`config.mk`:
```
export PLATFORM = sky130hd
export DESIGN_NAME = ild_decoder
export DESIGN_NICKNAME = d
export VERILOG_FILES = /design/src/design/ild_pkg.sv /design/src/design/ild_alias_match.sv /design/src/design/ild_decoder.sv
export SDC_FILE = /design/constraint.sdc
export NUM_CORES = 1
export LEC_CHECK = 0
export BUFFER_PORTS_ARGS = -buffer_cell sky130_fd_sc_hd__buf_2
export CELL_PAD_IN_SITES_DETAIL_PLACEMENT = 1
export CELL_PAD_IN_SITES_GLOBAL_PLACEMENT = 1
export CORE_MARGIN = 8
export CORE_UTILIZATION = 29
export DETAILED_ROUTE_END_ITERATION = 10
export GPL_TIMING_DRIVEN = 0
export MAX_ROUTING_LAYER = met4
export PLACE_DENSITY_LB_ADDON = 0.1
export SLEW_MARGIN = 20
export SYNTH_ARGS = -nofsm -noshare
export SYNTH_HDL_FRONTEND = slang
export SYNTH_SLANG_ARGS = --single-unit
```
`constraint.sdc`:
```
create_clock -name core_clk -period 1.4 [get_ports core_clk]
set_input_delay 0.07 -clock core_clk [delete_from_list [all_inputs] [get_ports core_clk]]
set_output_delay 0.07 -clock core_clk [all_outputs]
set_load 0.005 [all_outputs]
```
`src/design/ild_pkg.sv`:
```
// constants, target codes and behaviour summary for the legacy i/o decoder
//
// Behaviour
// - keyboard reset and coprocessor ports always reach isa
// - rtc ports reach isa only when internal rtc off
// - extended ram drops 0072h/0076h as index aliases
// - extended ram drops 0073h/0077h as data aliases
// - no distributed dma for page aliases at 90h
// - reserved page writes forwarded, reads at 8xh kept off isa
// - with aliasing, reserved 9xh pages are isa registers
// - first dma ports aliased +10h; command ports write-only
// - first interrupt controller aliased every four bytes
// - second interrupt controller aliased every four bytes
// - timer ports aliased +10h; control port write-only
// - nmi status port also at 63h, 65h, 67h
// - second dma registers also answer at odd address
package ild_pkg;

  localparam int unsigned ADDR_W = 16;
  localparam int unsigned DATA_W = 8;
  localparam int unsigned CFG_W  = 8;

  // configuration space location of the clock configuration byte
  localparam logic [CFG_W-1:0]  RTC_CONFIGURATION_OFS = 8'hCB;
  localparam logic [DATA_W-1:0] RTC_CONFIGURATION_RST = 8'h01;
  localparam int unsigned       RTC_CFG_INT_EN_BIT    = 0;
  localparam int unsigned       RTC_CFG_EXT_RAM_BIT   = 2;
  localparam logic [DATA_W-1:0] RTC_CFG_WR_MASK       = 8'h05;

  // base addresses and don't-care masks
  localparam logic [ADDR_W-1:0] FIRST_DMA_BASE  = 16'h0000;
  localparam logic [ADDR_W-1:0] FIRST_DMA_DC    = 16'h001F;
  localparam logic [ADDR_W-1:0] PIC1_BASE       = 16'h0020;
  localparam logic [ADDR_W-1:0] PIC_DC          = 16'h001D;
  localparam logic [ADDR_W-1:0] PIT_BASE        = 16'h0040;
  localparam logic [ADDR_W-1:0] PIT_DC          = 16'h0013;
  localparam logic [ADDR_W-1:0] PIT_CTRL_ADDR   = 16'h0003;
  localparam logic [ADDR_W-1:0] KBD_RST_ADDR    = 16'h0060;
  localparam logic [ADDR_W-1:0] NMI_BASE        = 16'h0061;
  localparam logic [ADDR_W-1:0] NMI_DC          = 16'h0006;
  localparam logic [ADDR_W-1:0] RTC_IDX_BASE    = 16'h0070;
  localparam logic [ADDR_W-1:0] RTC_DATA_BASE   = 16'h0071;
  localparam logic [ADDR_W-1:0] RTC_DC_FULL     = 16'h0006;
  localparam logic [ADDR_W-1:0] RTC_DC_EXT      = 16'h0004;
  localparam logic [ADDR_W-1:0] RTC_EXT_IDX     = 16'h0072;
  localparam logic [ADDR_W-1:0] RTC_EXT_DATA    = 16'h0073;
  localparam logic [ADDR_W-1:0] PAGE_BASE       = 16'h0080;
  localparam logic [ADDR_W-1:0] PAGE_DC         = 16'h000F;
  localparam logic [ADDR_W-1:0] PAGE_DC_ALIAS   = 16'h001F;
  localparam logic [ADDR_W-1:0] PAGE_NOALIAS    = 16'h0092;
  localparam logic [ADDR_W-1:0] PORT92_ADDR     = 16'h0092;
  localparam logic [ADDR_W-1:0] PAGE_ALIAS_BIT  = 16'h0010;
  localparam logic [ADDR_W-1:0] PIC2_BASE       = 16'h00A0;
  localparam logic [ADDR_W-1:0] APM_BASE        = 16'h00B2;
  localparam logic [ADDR_W-1:0] APM_DC          = 16'h0001;
  localparam logic [ADDR_W-1:0] SECOND_DMA_BASE = 16'h00C0;
  localparam logic [ADDR_W-1:0] SECOND_DMA_DC   = 16'h001F;
  localparam logic [ADDR_W-1:0] FPU_ERR_ADDR    = 16'h00F0;
  localparam logic [ADDR_W-1:0] ELCR_BASE       = 16'h04D0;
  localparam logic [ADDR_W-1:0] ELCR_DC         = 16'h0001;
  localparam logic [ADDR_W-1:0] RESET_CTL_ADDR  = 16'h0CF9;
  localparam logic [ADDR_W-1:0] NO_DC           = 16'h0000;

  // write-only register index ranges inside a controller window
  localparam logic [3:0] FIRST_DMA_WO_LO  = 4'h9;
  localparam logic [3:0] FIRST_DMA_WO_HI  = 4'hE;
  localparam logic [3:0] SECOND_DMA_WO_LO = 4'h9;
  localparam logic [3:0] SECOND_DMA_WO_HI = 4'hE;

  typedef enum logic [4:0] {
    ILD_TGT_NONE       = 5'b00000,
    ILD_TGT_FIRST_DMA  = 5'b00001,
    ILD_TGT_PIC1       = 5'b00010,
    ILD_TGT_PIT        = 5'b00011,
    ILD_TGT_KBD_RST    = 5'b00100,
    ILD_TGT_NMI        = 5'b00101,
    ILD_TGT_RTC_IDX    = 5'b00110,
    ILD_TGT_RTC_DATA   = 5'b00111,
    ILD_TGT_RTC_XIDX   = 5'b01000,
    ILD_TGT_RTC_XDATA  = 5'b01001,
    ILD_TGT_PAGE       = 5'b01010,
    ILD_TGT_PAGE_RSVD  = 5'b01011,
    ILD_TGT_PORT92     = 5'b01100,
    ILD_TGT_PIC2       = 5'b01101,
    ILD_TGT_APM        = 5'b01110,
    ILD_TGT_SECOND_DMA = 5'b01111,
    ILD_TGT_FPU_ERR    = 5'b10000,
    ILD_TGT_ELCR       = 5'b10001,
    ILD_TGT_RESET_CTL  = 5'b10010
  } ild_target_t;

endpackage

```
`src/design/ild_alias_match.sv`:
```
// masked address comparator used for every legacy port window
module ild_alias_match (
  input  wire logic [ild_pkg::ADDR_W-1:0] addr,
  input  wire logic [ild_pkg::ADDR_W-1:0] base,
  input  wire logic [ild_pkg::ADDR_W-1:0] dont_care,
  output logic                            hit
);

  // bits set in dont_care select among aliases and registers
  assign hit = ((addr ^ base) & ~dont_care) == '0;

endmodule

```
`src/design/ild_decoder.sv`:
```
// legacy isa-compatible i/o address decoder with rtc configuration byte
module ild_decoder (
  input  wire logic                         core_clk,
  input  wire logic                         rst,
  input  wire logic                         clk_en,
  input  wire logic                         io_valid,
  input  wire logic                         io_write,
  input  wire logic [ild_pkg::ADDR_W-1:0]   io_addr,
  input  wire logic                         page_alias_en,
  input  wire logic                         cfg_valid,
  input  wire logic                         cfg_write,
  input  wire logic [ild_pkg::CFG_W-1:0]    cfg_addr,
  input  wire logic [ild_pkg::DATA_W-1:0]   cfg_wdata,
  output logic [ild_pkg::DATA_W-1:0]        cfg_rdata,
  output logic                              dec_valid,
  output ild_pkg::ild_target_t              dec_target,
  output logic                              dec_internal,
  output logic                              dec_isa_fwd,
  output logic                              dec_ddma_ok,
  output logic                              dec_wo_read
);

  function automatic logic in_range(input logic [3:0] v, input logic [3:0] lo,
                                    input logic [3:0] hi);
    in_range = (v >= lo) && (v <= hi);
  endfunction

  // page slots without a real channel behind them
  function automatic logic page_reserved(input logic [3:0] v);
    page_reserved = (v == 4'h0) || (v == 4'h4) || (v == 4'h5) || (v == 4'h6) ||
                    (v == 4'h8) || (v == 4'hC) || (v == 4'hD) || (v == 4'hE);
  endfunction

  logic [ild_pkg::DATA_W-1:0] rtc_configuration_reg;
  logic [ild_pkg::DATA_W-1:0] rtc_configuration_next;
  logic [ild_pkg::DATA_W-1:0] cfg_rdata_next;
  logic                       dec_valid_reg;
  ild_pkg::ild_target_t       dec_target_reg;
  logic                       dec_internal_reg;
  logic                       dec_isa_fwd_reg;
  logic                       dec_ddma_ok_reg;
  logic                       dec_wo_read_reg;
  logic [ild_pkg::DATA_W-1:0] cfg_rdata_reg;

  wire rtc_int_en  = rtc_configuration_reg[ild_pkg::RTC_CFG_INT_EN_BIT];
  wire ext_ram_en  = rtc_configuration_reg[ild_pkg::RTC_CFG_EXT_RAM_BIT];
  wire cfg_sel     = cfg_valid && (cfg_addr == ild_pkg::RTC_CONFIGURATION_OFS);
  wire [3:0] low_n = io_addr[3:0];

  // the rtc mask narrows with the extended ram enable, the page mask widens with the page alias enable
  wire [ild_pkg::ADDR_W-1:0] rtc_dc  = ext_ram_en ? ild_pkg::RTC_DC_EXT
                                                  : ild_pkg::RTC_DC_FULL;
  wire [ild_pkg::ADDR_W-1:0] page_dc = page_alias_en ? ild_pkg::PAGE_DC_ALIAS
                                                     : ild_pkg::PAGE_DC;

  logic hit_fdma, hit_pic1, hit_pit, hit_kbd, hit_nmi, hit_ridx, hit_rdat;
  logic hit_xidx, hit_xdat, hit_page, hit_p92, hit_pic2, hit_apm, hit_sdma;
  logic hit_fpu, hit_elcr, hit_rstc;

  ild_alias_match u_fdma (.addr(io_addr), .base(ild_pkg::FIRST_DMA_BASE),
                          .dont_care(ild_pkg::FIRST_DMA_DC), .hit(hit_fdma));
  ild_alias_match u_pic1 (.addr(io_addr), .base(ild_pkg::PIC1_BASE),
                          .dont_care(ild_pkg::PIC_DC), .hit(hit_pic1));
  ild_alias_match u_pit  (.addr(io_addr), .base(ild_pkg::PIT_BASE),
                          .dont_care(ild_pkg::PIT_DC), .hit(hit_pit));
  ild_alias_match u_kbd  (.addr(io_addr), .base(ild_pkg::KBD_RST_ADDR),
                          .dont_care(ild_pkg::NO_DC), .hit(hit_kbd));
  ild_alias_match u_nmi  (.addr(io_addr), .base(ild_pkg::NMI_BASE),
                          .dont_care(ild_pkg::NMI_DC), .hit(hit_nmi));
  ild_alias_match u_ridx (.addr(io_addr), .base(ild_pkg::RTC_IDX_BASE),
                          .dont_care(rtc_dc), .hit(hit_ridx));
  ild_alias_match u_rdat (.addr(io_addr), .base(ild_pkg::RTC_DATA_BASE),
                          .dont_care(rtc_dc), .hit(hit_rdat));
  ild_alias_match u_xidx (.addr(io_addr), .base(ild_pkg::RTC_EXT_IDX),
                          .dont_care(ild_pkg::NO_DC), .hit(hit_xidx));
  ild_alias_match u_xdat (.addr(io_addr), .base(ild_pkg::RTC_EXT_DATA),
                          .dont_care(ild_pkg::NO_DC), .hit(hit_xdat));
  ild_alias_match u_page (.addr(io_addr), .base(ild_pkg::PAGE_BASE),
                          .dont_care(page_dc), .hit(hit_page));
  ild_alias_match u_p92  (.addr(io_addr), .base(ild_pkg::PORT92_ADDR),
                          .dont_care(ild_pkg::NO_DC), .hit(hit_p92));
  ild_alias_match u_pic2 (.addr(io_addr), .base(ild_pkg::PIC2_BASE),
                          .dont_care(ild_pkg::PIC_DC), .hit(hit_pic2));
  ild_alias_match u_apm  (.addr(io_addr), .base(ild_pkg::APM_BASE),
                          .dont_care(ild_pkg::APM_DC), .hit(hit_apm));
  ild_alias_match u_sdma (.addr(io_addr), .base(ild_pkg::SECOND_DMA_BASE),
                          .dont_care(ild_pkg::SECOND_DMA_DC), .hit(hit_sdma));
  ild_alias_match u_fpu  (.addr(io_addr), .base(ild_pkg::FPU_ERR_ADDR),
                          .dont_care(ild_pkg::NO_DC), .hit(hit_fpu));
  ild_alias_match u_elcr (.addr(io_addr), .base(ild_pkg::ELCR_BASE),
                          .dont_care(ild_pkg::ELCR_DC), .hit(hit_elcr));
  ild_alias_match u_rstc (.addr(io_addr), .base(ild_pkg::RESET_CTL_ADDR),
                          .dont_care(ild_pkg::NO_DC), .hit(hit_rstc));

  // 92h is port 92, and 82h has no alias in the 9xh window
  wire in_alias_half = (io_addr & ild_pkg::PAGE_ALIAS_BIT) != '0;
  wire page_ok       = hit_page && !hit_p92 && (io_addr != ild_pkg::PAGE_NOALIAS);
  wire page_rsvd     = page_ok && page_reserved(low_n);
  wire xram_hit      = ext_ram_en && (hit_xidx || hit_xdat);

  // the controller register index is the byte address over two
  wire [3:0] sdma_idx = io_addr[4:1];
  wire fdma_wo = hit_fdma &&
                 in_range(low_n, ild_pkg::FIRST_DMA_WO_LO, ild_pkg::FIRST_DMA_WO_HI);
  wire sdma_wo = hit_sdma &&
                 in_range(sdma_idx, ild_pkg::SECOND_DMA_WO_LO, ild_pkg::SECOND_DMA_WO_HI);
  wire pit_wo  = hit_pit && ((io_addr & ~ild_pkg::PIT_DC) ==
                 (ild_pkg::PIT_BASE & ~ild_pkg::PIT_DC)) &&
                 (io_addr[1:0] == ild_pkg::PIT_CTRL_ADDR[1:0]);
  wire rtc_wo  = hit_ridx && !xram_hit;
  wire any_wo  = fdma_wo || sdma_wo || pit_wo || rtc_wo || hit_fpu;

  ild_pkg::ild_target_t tgt;
  assign tgt = hit_fdma  ? ild_pkg::ILD_TGT_FIRST_DMA :
               hit_pic1  ? ild_pkg::ILD_TGT_PIC1 :
               hit_pit   ? ild_pkg::ILD_TGT_PIT :
               hit_kbd   ? ild_pkg::ILD_TGT_KBD_RST :
               hit_nmi   ? ild_pkg::ILD_TGT_NMI :
               (xram_hit && hit_xidx) ? ild_pkg::ILD_TGT_RTC_XIDX :
               (xram_hit && hit_xdat) ? ild_pkg::ILD_TGT_RTC_XDATA :
               hit_ridx  ? ild_pkg::ILD_TGT_RTC_IDX :
               hit_rdat  ? ild_pkg::ILD_TGT_RTC_DATA :
               hit_p92   ? ild_pkg::ILD_TGT_PORT92 :
               page_rsvd ? ild_pkg::ILD_TGT_PAGE_RSVD :
               page_ok   ? ild_pkg::ILD_TGT_PAGE :
               hit_pic2  ? ild_pkg::ILD_TGT_PIC2 :
               hit_apm   ? ild_pkg::ILD_TGT_APM :
               hit_sdma  ? ild_pkg::ILD_TGT_SECOND_DMA :
               hit_fpu   ? ild_pkg::ILD_TGT_FPU_ERR :
               hit_elcr  ? ild_pkg::ILD_TGT_ELCR :
               hit_rstc  ? ild_pkg::ILD_TGT_RESET_CTL :
                           ild_pkg::ILD_TGT_NONE;

  wire rtc_std  = (tgt == ild_pkg::ILD_TGT_RTC_IDX) || (tgt == ild_pkg::ILD_TGT_RTC_DATA);
  wire fwd_always = (tgt == ild_pkg::ILD_TGT_KBD_RST) || (tgt == ild_pkg::ILD_TGT_FPU_ERR);
  wire fwd_rtc    = rtc_std && !rtc_int_en;
  // reserved pages in the alias half belong to the isa bus outright
  wire rsvd_isa   = page_rsvd && in_alias_half;
  wire fwd_rsvd   = page_rsvd && (io_write || in_alias_half);
  wire isa_fwd    = fwd_always || fwd_rtc || fwd_rsvd;
  wire internal   = (tgt != ild_pkg::ILD_TGT_NONE) && !rsvd_isa && !fwd_rtc;
  // distributed dma only through the primary page window
  wire ddma_ok    = page_ok && !in_alias_half;

  assign rtc_configuration_next = (cfg_sel && cfg_write)
                                ? (cfg_wdata & ild_pkg::RTC_CFG_WR_MASK)
                                : rtc_configuration_reg;
  // unmapped configuration offsets read as zero
  assign cfg_rdata_next = (cfg_sel && !cfg_write) ? rtc_configuration_reg : '0;

  always_ff @(posedge core_clk) begin
    if (rst) begin
      rtc_configuration_reg <= ild_pkg::RTC_CONFIGURATION_RST;
      cfg_rdata_reg         <= '0;
    end else if (clk_en) begin
      rtc_configuration_reg <= rtc_configuration_next;
      cfg_rdata_reg         <= cfg_rdata_next;
    end
  end

  always_ff @(posedge core_clk) begin
    if (rst) begin
      dec_valid_reg    <= 1'b0;
      dec_target_reg   <= ild_pkg::ILD_TGT_NONE;
      dec_internal_reg <= 1'b0;
      dec_isa_fwd_reg  <= 1'b0;
      dec_ddma_ok_reg  <= 1'b0;
      dec_wo_read_reg  <= 1'b0;
    end else if (clk_en) begin
      dec_valid_reg    <= io_valid;
      dec_target_reg   <= io_valid ? tgt : ild_pkg::ILD_TGT_NONE;
      dec_internal_reg <= io_valid && internal;
      dec_isa_fwd_reg  <= io_valid && isa_fwd;
      dec_ddma_ok_reg  <= io_valid && ddma_ok;
      dec_wo_read_reg  <= io_valid && !io_write && any_wo;
    end
  end

  assign cfg_rdata    = cfg_rdata_reg;
  assign dec_valid    = dec_valid_reg;
  assign dec_target   = dec_target_reg;
  assign dec_internal = dec_internal_reg;
  assign dec_isa_fwd  = dec_isa_fwd_reg;
  assign dec_ddma_ok  = dec_ddma_ok_reg;
  assign dec_wo_read  = dec_wo_read_reg;

endmodule

```
After elaboration in Yosys (flattened, before gate mapping)
Cells that the tools add are included. W data, S select, Z words.

Flip-flop bits (word level): 20. Input port bits: 40. Output and inout bits: 18. Word-level logic and storage cells: 142.

$lt $le $gt $ge: 4. Eq/ne operators: 15. Multiplexer cells: 22. Bitwise operators: 21. Reduce and logical (&&, ||, !) cells: 72.

Operators with widths (number): $logic_not A16 Y1 (17); $mux W5 (20); $and A16 B16 Y16 (3); $logic_and A1 B1 Y1 (27); $not A4 Y4 (5); $logic_or A1 B1 Y1 (17); $eq A4 B4 Y1 const B (4); $ne A16 B8 Y1 const B (1); $not A3 Y16 (1); $not A5 Y16 (1); $eq A5 B3 Y1 const B (3); $eq A13 B4 Y1 const B (1); $eq A4 B3 Y1 const B (3); $not A3 Y3 (3); $eq A8 B8 Y1 const B (1); $ge A4 B4 Y1 const B (2); $le A4 B4 Y1 const B (2); $logic_not A1 Y1 (8); $not A8 Y8 (1); $not A2 Y2 (3); $eq A5 B5 Y1 const B (1); $not A5 Y5 (1); $reduce_bool A5 Y1 (1); $logic_not A4 Y1 (1); other kinds (5) (7).

Longest topological paths before layout
Depth in word-level cells: 26. Mapped depth: 7. Mapped depth without buffers: 6.

By module
From an unflattened synthesis, not the netlist that was laid out.

Cells, all modules: 596. Area, all modules: 4601.9 um^2.

Modules (own cells, without submodules): ild_alias_match (instances 17, cells each 27, area each 209.0 um^2, seq. area each 0.0 um^2); ild_decoder (instances 1, cells each 137, area each 1049.8 um^2, seq. area each 280.3 um^2).

Least setup slack after synthesis
No wires, ideal clock.

Path kind: input port to flip-flop. Start: input port io_addr[2] in the netlist's numbering. End: register dec_isa_fwd_reg, in the netlist dec_isa_fwd. Setup time: 74 ps. Arrival time: 1493 ps. Data required time: 1326 ps. Path slack: -167 ps. Stages: 7. Path buffers: 1. Cells stage by stage: clkbuf_1 -> or3b_1 -> o32a_1 -> or2_2 -> a41oi_2 -> o21ai_1 -> a31oi_1.

Longest elaborated chain between the ends: 26. Elaborated cells on any way between the ends: 68. Those cells by class: eq/ne (12); mux (18); bitwise (3); reduce/logical (35).

RTL lines: from (decl) (line ild_decoder.sv:8) `input wire logic [ild_pkg::ADDR_W-1:0] io_addr,`; parallel branches: the longest is 24 deep, another holds $logic_not A16 Y1; $logic_or A1 B1 Y1 * (line ild_decoder.sv:140) `wire isa_fwd = fwd_always || fwd_rtc || fwd_rsvd;`; $logic_and A1 B1 Y1 * (line ild_decoder.sv:173) `dec_isa_fwd_reg <= io_valid && isa_fwd;`; to (signal assigned) (line ild_decoder.sv:173); to (decl) (line ild_decoder.sv:40) `logic dec_isa_fwd_reg;`.

Every way passes the cells marked *. A chain may end at the register's enable or synchronous reset.

Worst setup path after layout
Start: input port io_addr[7] in the netlist's numbering. End: register dec_isa_fwd_reg, in the netlist dec_isa_fwd.

Longest elaborated chain between the ends: 26. Elaborated cells on any way between the ends: 66. Those cells by class: eq/ne (5); mux (18); bitwise (11); reduce/logical (32).

RTL lines: $not A8 Y8 (no line); $logic_not A16 Y1 (line ild_alias_match.sv:10) `assign hit = ((addr ^ base) & ~dont_care) == '0;`; $mux W5 (line ild_decoder.sv:131) `hit_rstc ? ild_pkg::ILD_TGT_RESET_CTL :`; $mux W5 (line ild_decoder.sv:130) `hit_elcr ? ild_pkg::ILD_TGT_ELCR :`; $mux W5 (line ild_decoder.sv:129) `hit_fpu ? ild_pkg::ILD_TGT_FPU_ERR :`; $mux W5 (line ild_decoder.sv:128) `hit_sdma ? ild_pkg::ILD_TGT_SECOND_DMA :`; $mux W5 (line ild_decoder.sv:127) `hit_apm ? ild_pkg::ILD_TGT_APM :`; $mux W5 (line ild_decoder.sv:126) `hit_pic2 ? ild_pkg::ILD_TGT_PIC2 :`; [... 10 more ...]; $mux W5 (line ild_decoder.sv:115) `hit_pic1 ? ild_pkg::ILD_TGT_PIC1 :`; $mux W5 (line ild_decoder.sv:114) `assign tgt = hit_fdma ? ild_pkg::ILD_TGT_FIRST_DMA :`; $eq A5 B3 Y1 (line ild_decoder.sv:134) `wire rtc_std = (tgt == ild_pkg::ILD_TGT_RTC_IDX) || (tgt == ild_pkg::ILD_TGT_RTC_DATA);`; $logic_or A1 B1 Y1 (line ild_decoder.sv:134); $logic_and A1 B1 Y1 (line ild_decoder.sv:136) `wire fwd_rtc = rtc_std && !rtc_int_en;`; $logic_or A1 B1 Y1 (line ild_decoder.sv:140); $logic_or A1 B1 Y1 * (line ild_decoder.sv:140); $logic_and A1 B1 Y1 * (line ild_decoder.sv:173).

Every way passes the cells marked *; elsewhere a longest branch is shown, timed or not.

==> summary.txt <==
die area: 0.00660 mm²
first-pass GRT wire length: 8110 µm
initial antenna violation count: 0
Via Count: 1577
Critical Path End Type: flop
worst slew pin tran: 0.498 ns
sw power: 0.000291 W
CTS tree: yes
cell area after layout: 0.00191 mm²
clock power share: 0.326
Max clock buf depth: 2
nets: 276
status: finished with violations
crit-path max FO: 10
DRC: 0
Mean Syn Cell Area: 7.34 µm²
initial core utilization: 0.304
register bit total from synthesis: 14
Worst Path Required: 1.56 ns
Die Span X: 81.2 µm
Slowest-stage cell, CP: o21bai_2
combinational share of power: 0.274
final hold vios: 0
Clk Latency, worst-skew pair: 0.24 ns
post-route ant nets: 0
hold wc startpoint: cfg_wdata[2]
drt first pass iters: 4
num rows: 23
Top Ports: 58
Pleak: 0.806 nW
port bufs: 43
max-slew violation count: 0
Multi-input gate area: 0.00104 mm²
failing checks: setup timing
hold-fix buffers at CTS: 0
Post-synth EDFFs: 0
origin of the critical flop-to-flop path: rtc_configuration_reg[2]$_SDFFE_PP0P_
Internal Pwr Total: 0.000708 W
CP max stage delay: 0.28 ns
unrepaired setup endpoints after global routing: yes
first-iteration detailed-routing DRC count: 82
FF-to-FF path depth: 6
HP Class: input pin to flop
Tot GR Track Use: 0.157
switch share: 0.291
largest net degree at the start of global routing: 11
H-tree depth: 1
Reg2Reg Setup Slack: -0.14 ns
Critical Path AT: 1.76 ns
vias in the first global route: 1705
Final GP Congestion: 0.865
Slew headroom: 0.667
Largest register FFs: 5
prevailing post-synth register cell: dfxtp_1
Layout area overhead: 54.5%
vias per cell: 5.55
FF/Latch Area: 284 µm²
Worst Hold End: rtc_configuration_reg[2]$_SDFFE_PP0P_
max-cap viol count: 0
hold path depth: 3
Root Buffer: clkbuf_8
layout cells sized above 1: 0.453
Seq pwr share: 0.400
Synth Warn #: 0
Core Util, Final: 0.470
Post-DP HPWL: 3740 µm
cell area after synthesis: 0.00123 mm²
Reg clk slew, reported paths: 0.06 ns
clk sinks: 14
Worst path most repeated cell: buf_2
filler instances: 518
cell breakdown of the critical path: buf_2, buf_2, nor3b_2, nand4_1, o21bai_2, a41oi_2, o21ai_1, a31oi_1
crit path time final: 1.60 ns
PnR worst setup slack: -0.200 ns
accumulated negative setup slack: -0.404 ns
CP Launch Type: input pin
Die H: 81.2 µm
Core Footprint: 0.00406 mm²
register area share after synthesis: 0.227
Syn Inst Count: 168
maximum VDD drop: 282 µV
Remaining Overflow, GRT: 0
worst clock skew: 0.00333 ns
# diodes: 0
wire length per cell: 17.3 µm
f_max: 0.625 GHz
ys async rst share: 0
Setup Crit Path Kind: input pin to flop
final WL: 4920 µm
CTS Buf Count: 3
Placed Area: 0.00157 mm²
Final setup viols: 3
RR Endpoint: dec_isa_fwd$_SDFFE_PP0P_
dpl ws: -0.596 ns
post-synth cell types: 55
crit share post-route: 1.14
PD cells: 524 mW/mm²
==> final cells by class <==
| cell class | instances | area share |
|---|---|---|
| inverter | 4 | 0.00788 |
| buffer | 15 | 0.0591 |
| multi-input combinational | 140 | 0.545 |
| timing repair buffer | 58 | 0.185 |
| tap | 50 | 0.0328 |
| sequential | 14 | 0.149 |
| clock buffer | 3 | 0.0217 |
==> placed cells by master (no fill, tap or decap), drive strengths merged, types with 3 or more instances in the layout <==
cell type / netlist / layout
buf: 8 / 68
nand2: 21 / 21
nor2: 19 / 19
dfxtp: 14 / 14
nor3: 9 / 9
clkbuf: 7 / 8
a21oi: 7 / 7
conb: 1 / 6
nand4: 5 / 5
nand3: 5 / 5
nor4b: 5 / 5
and3: 4 / 4
o21ai: 4 / 4
inv: 3 / 3
o2111ai: 3 / 3
nor4: 3 / 3
o211ai: 3 / 3
nand4b: 3 / 3
a22oi: 3 / 3
nand2b: 3 / 3
a31oi: 3 / 3
==> through the flow <==
stage / cells / hold WS, ns / total power, W
CTS: 281 / 0.0751 / 0.000991
global route: 284 / 0.105 / 0.00106
floorplan: 173 / 0.139 / 0.000537
global placement: 266 / 0.308 / 0.000632
detailed placement: 266 / 0.328 / 0.000639
finish: 284 / 0.0795 / 0.000999
==> synthesized netlist by cell type, drive strengths merged, types with 2 or more instances <==
cell | instances | area share
a31oi | 3 | 0.015
or3 | 2 | 0.010
nor4b | 5 | 0.035
buf | 8 | 0.050
a22oi | 3 | 0.018
dfxtp | 14 | 0.23
nor4 | 3 | 0.040
o2111ai | 3 | 0.021
nand3b | 2 | 0.012
nor3b | 2 | 0.012
a21oi | 7 | 0.028
or3b | 2 | 0.014
nand4b | 3 | 0.021
a211o | 2 | 0.014
nor2b | 2 | 0.010
inv | 3 | 0.0091
or2 | 2 | 0.010
nand4 | 5 | 0.025
clkbuf | 7 | 0.021
o21a | 2 | 0.012
o211ai | 3 | 0.018
o21ai | 4 | 0.016
nand2b | 3 | 0.015
nor3 | 9 | 0.037
and2 | 2 | 0.011
and3 | 4 | 0.021
nand3 | 5 | 0.020
nor2 | 19 | 0.058
nand2 | 21 | 0.070
==> worst max path at each step <==
stage                     start                   endpoint  slack [ns]
finish               io_addr[7]   dec_isa_fwd$_SDFFE_PP0P_       -0.20
global route        io_addr[13]   dec_isa_fwd$_SDFFE_PP0P_       -0.25
CTS                 io_addr[13]   dec_isa_fwd$_SDFFE_PP0P_       -0.08
detailed placement   io_addr[7]   dec_isa_fwd$_SDFFE_PP0P_       -0.60
global placement     io_addr[3]  dec_internal$_SDFFE_PP0P_       -0.47
floorplan            io_addr[3]   dec_isa_fwd$_SDFFE_PP0P_       -0.14
==> timing repair <==
action	CTS	global route
setup endpoints to repair	7	7
pin swaps	16	4
setup buffers	12	3
gates resized for setup	26	18
gates cloned	0	0
==> cell families after synthesis <==
| family | synth area share |
|---|---|
| compound gates | 0.223 |
| fa+ha+maj | 0.00811 |
| buf+inv | 0.0832 |
| flops | 0.227 |
| mux | 0.00811 |
| other cells | 0.00304 |
| simple gates | 0.447 |
==> per-layer routing <==
layer | share of wire | GRT usage | up-vias
li1 | - | - | 754
met3 | 0.055 | 0.0353 | 10
met2 | 0.50 | 0.261 | 56
met1 | 0.43 | 0.187 | 757
met5 | 0 | - | -
met4 | 0.018 | 0.0357 | 0
==> worst max-delay path: cells and delay by family <==
family | cells | cell delay, ns
AO/OA/AOI/OAI | 4 | 0.87
buffers and inverters | 2 | 0.36
AND/OR/NAND/NOR | 2 | 0.46
==> power groups by stage <==
stage,Sequential [W],Combinational [W],Clock (W)
floorplan,0.000410,0.000127,0
global placement,0.000410,0.000222,0
detailed placement,0.000410,0.000229,0
CTS,0.000399,0.000253,0.000339
global route,0.000399,0.000296,0.000364
finish,0.000399,0.000274,0.000326
Note: power is estimated with default switching activity, not from simulation.
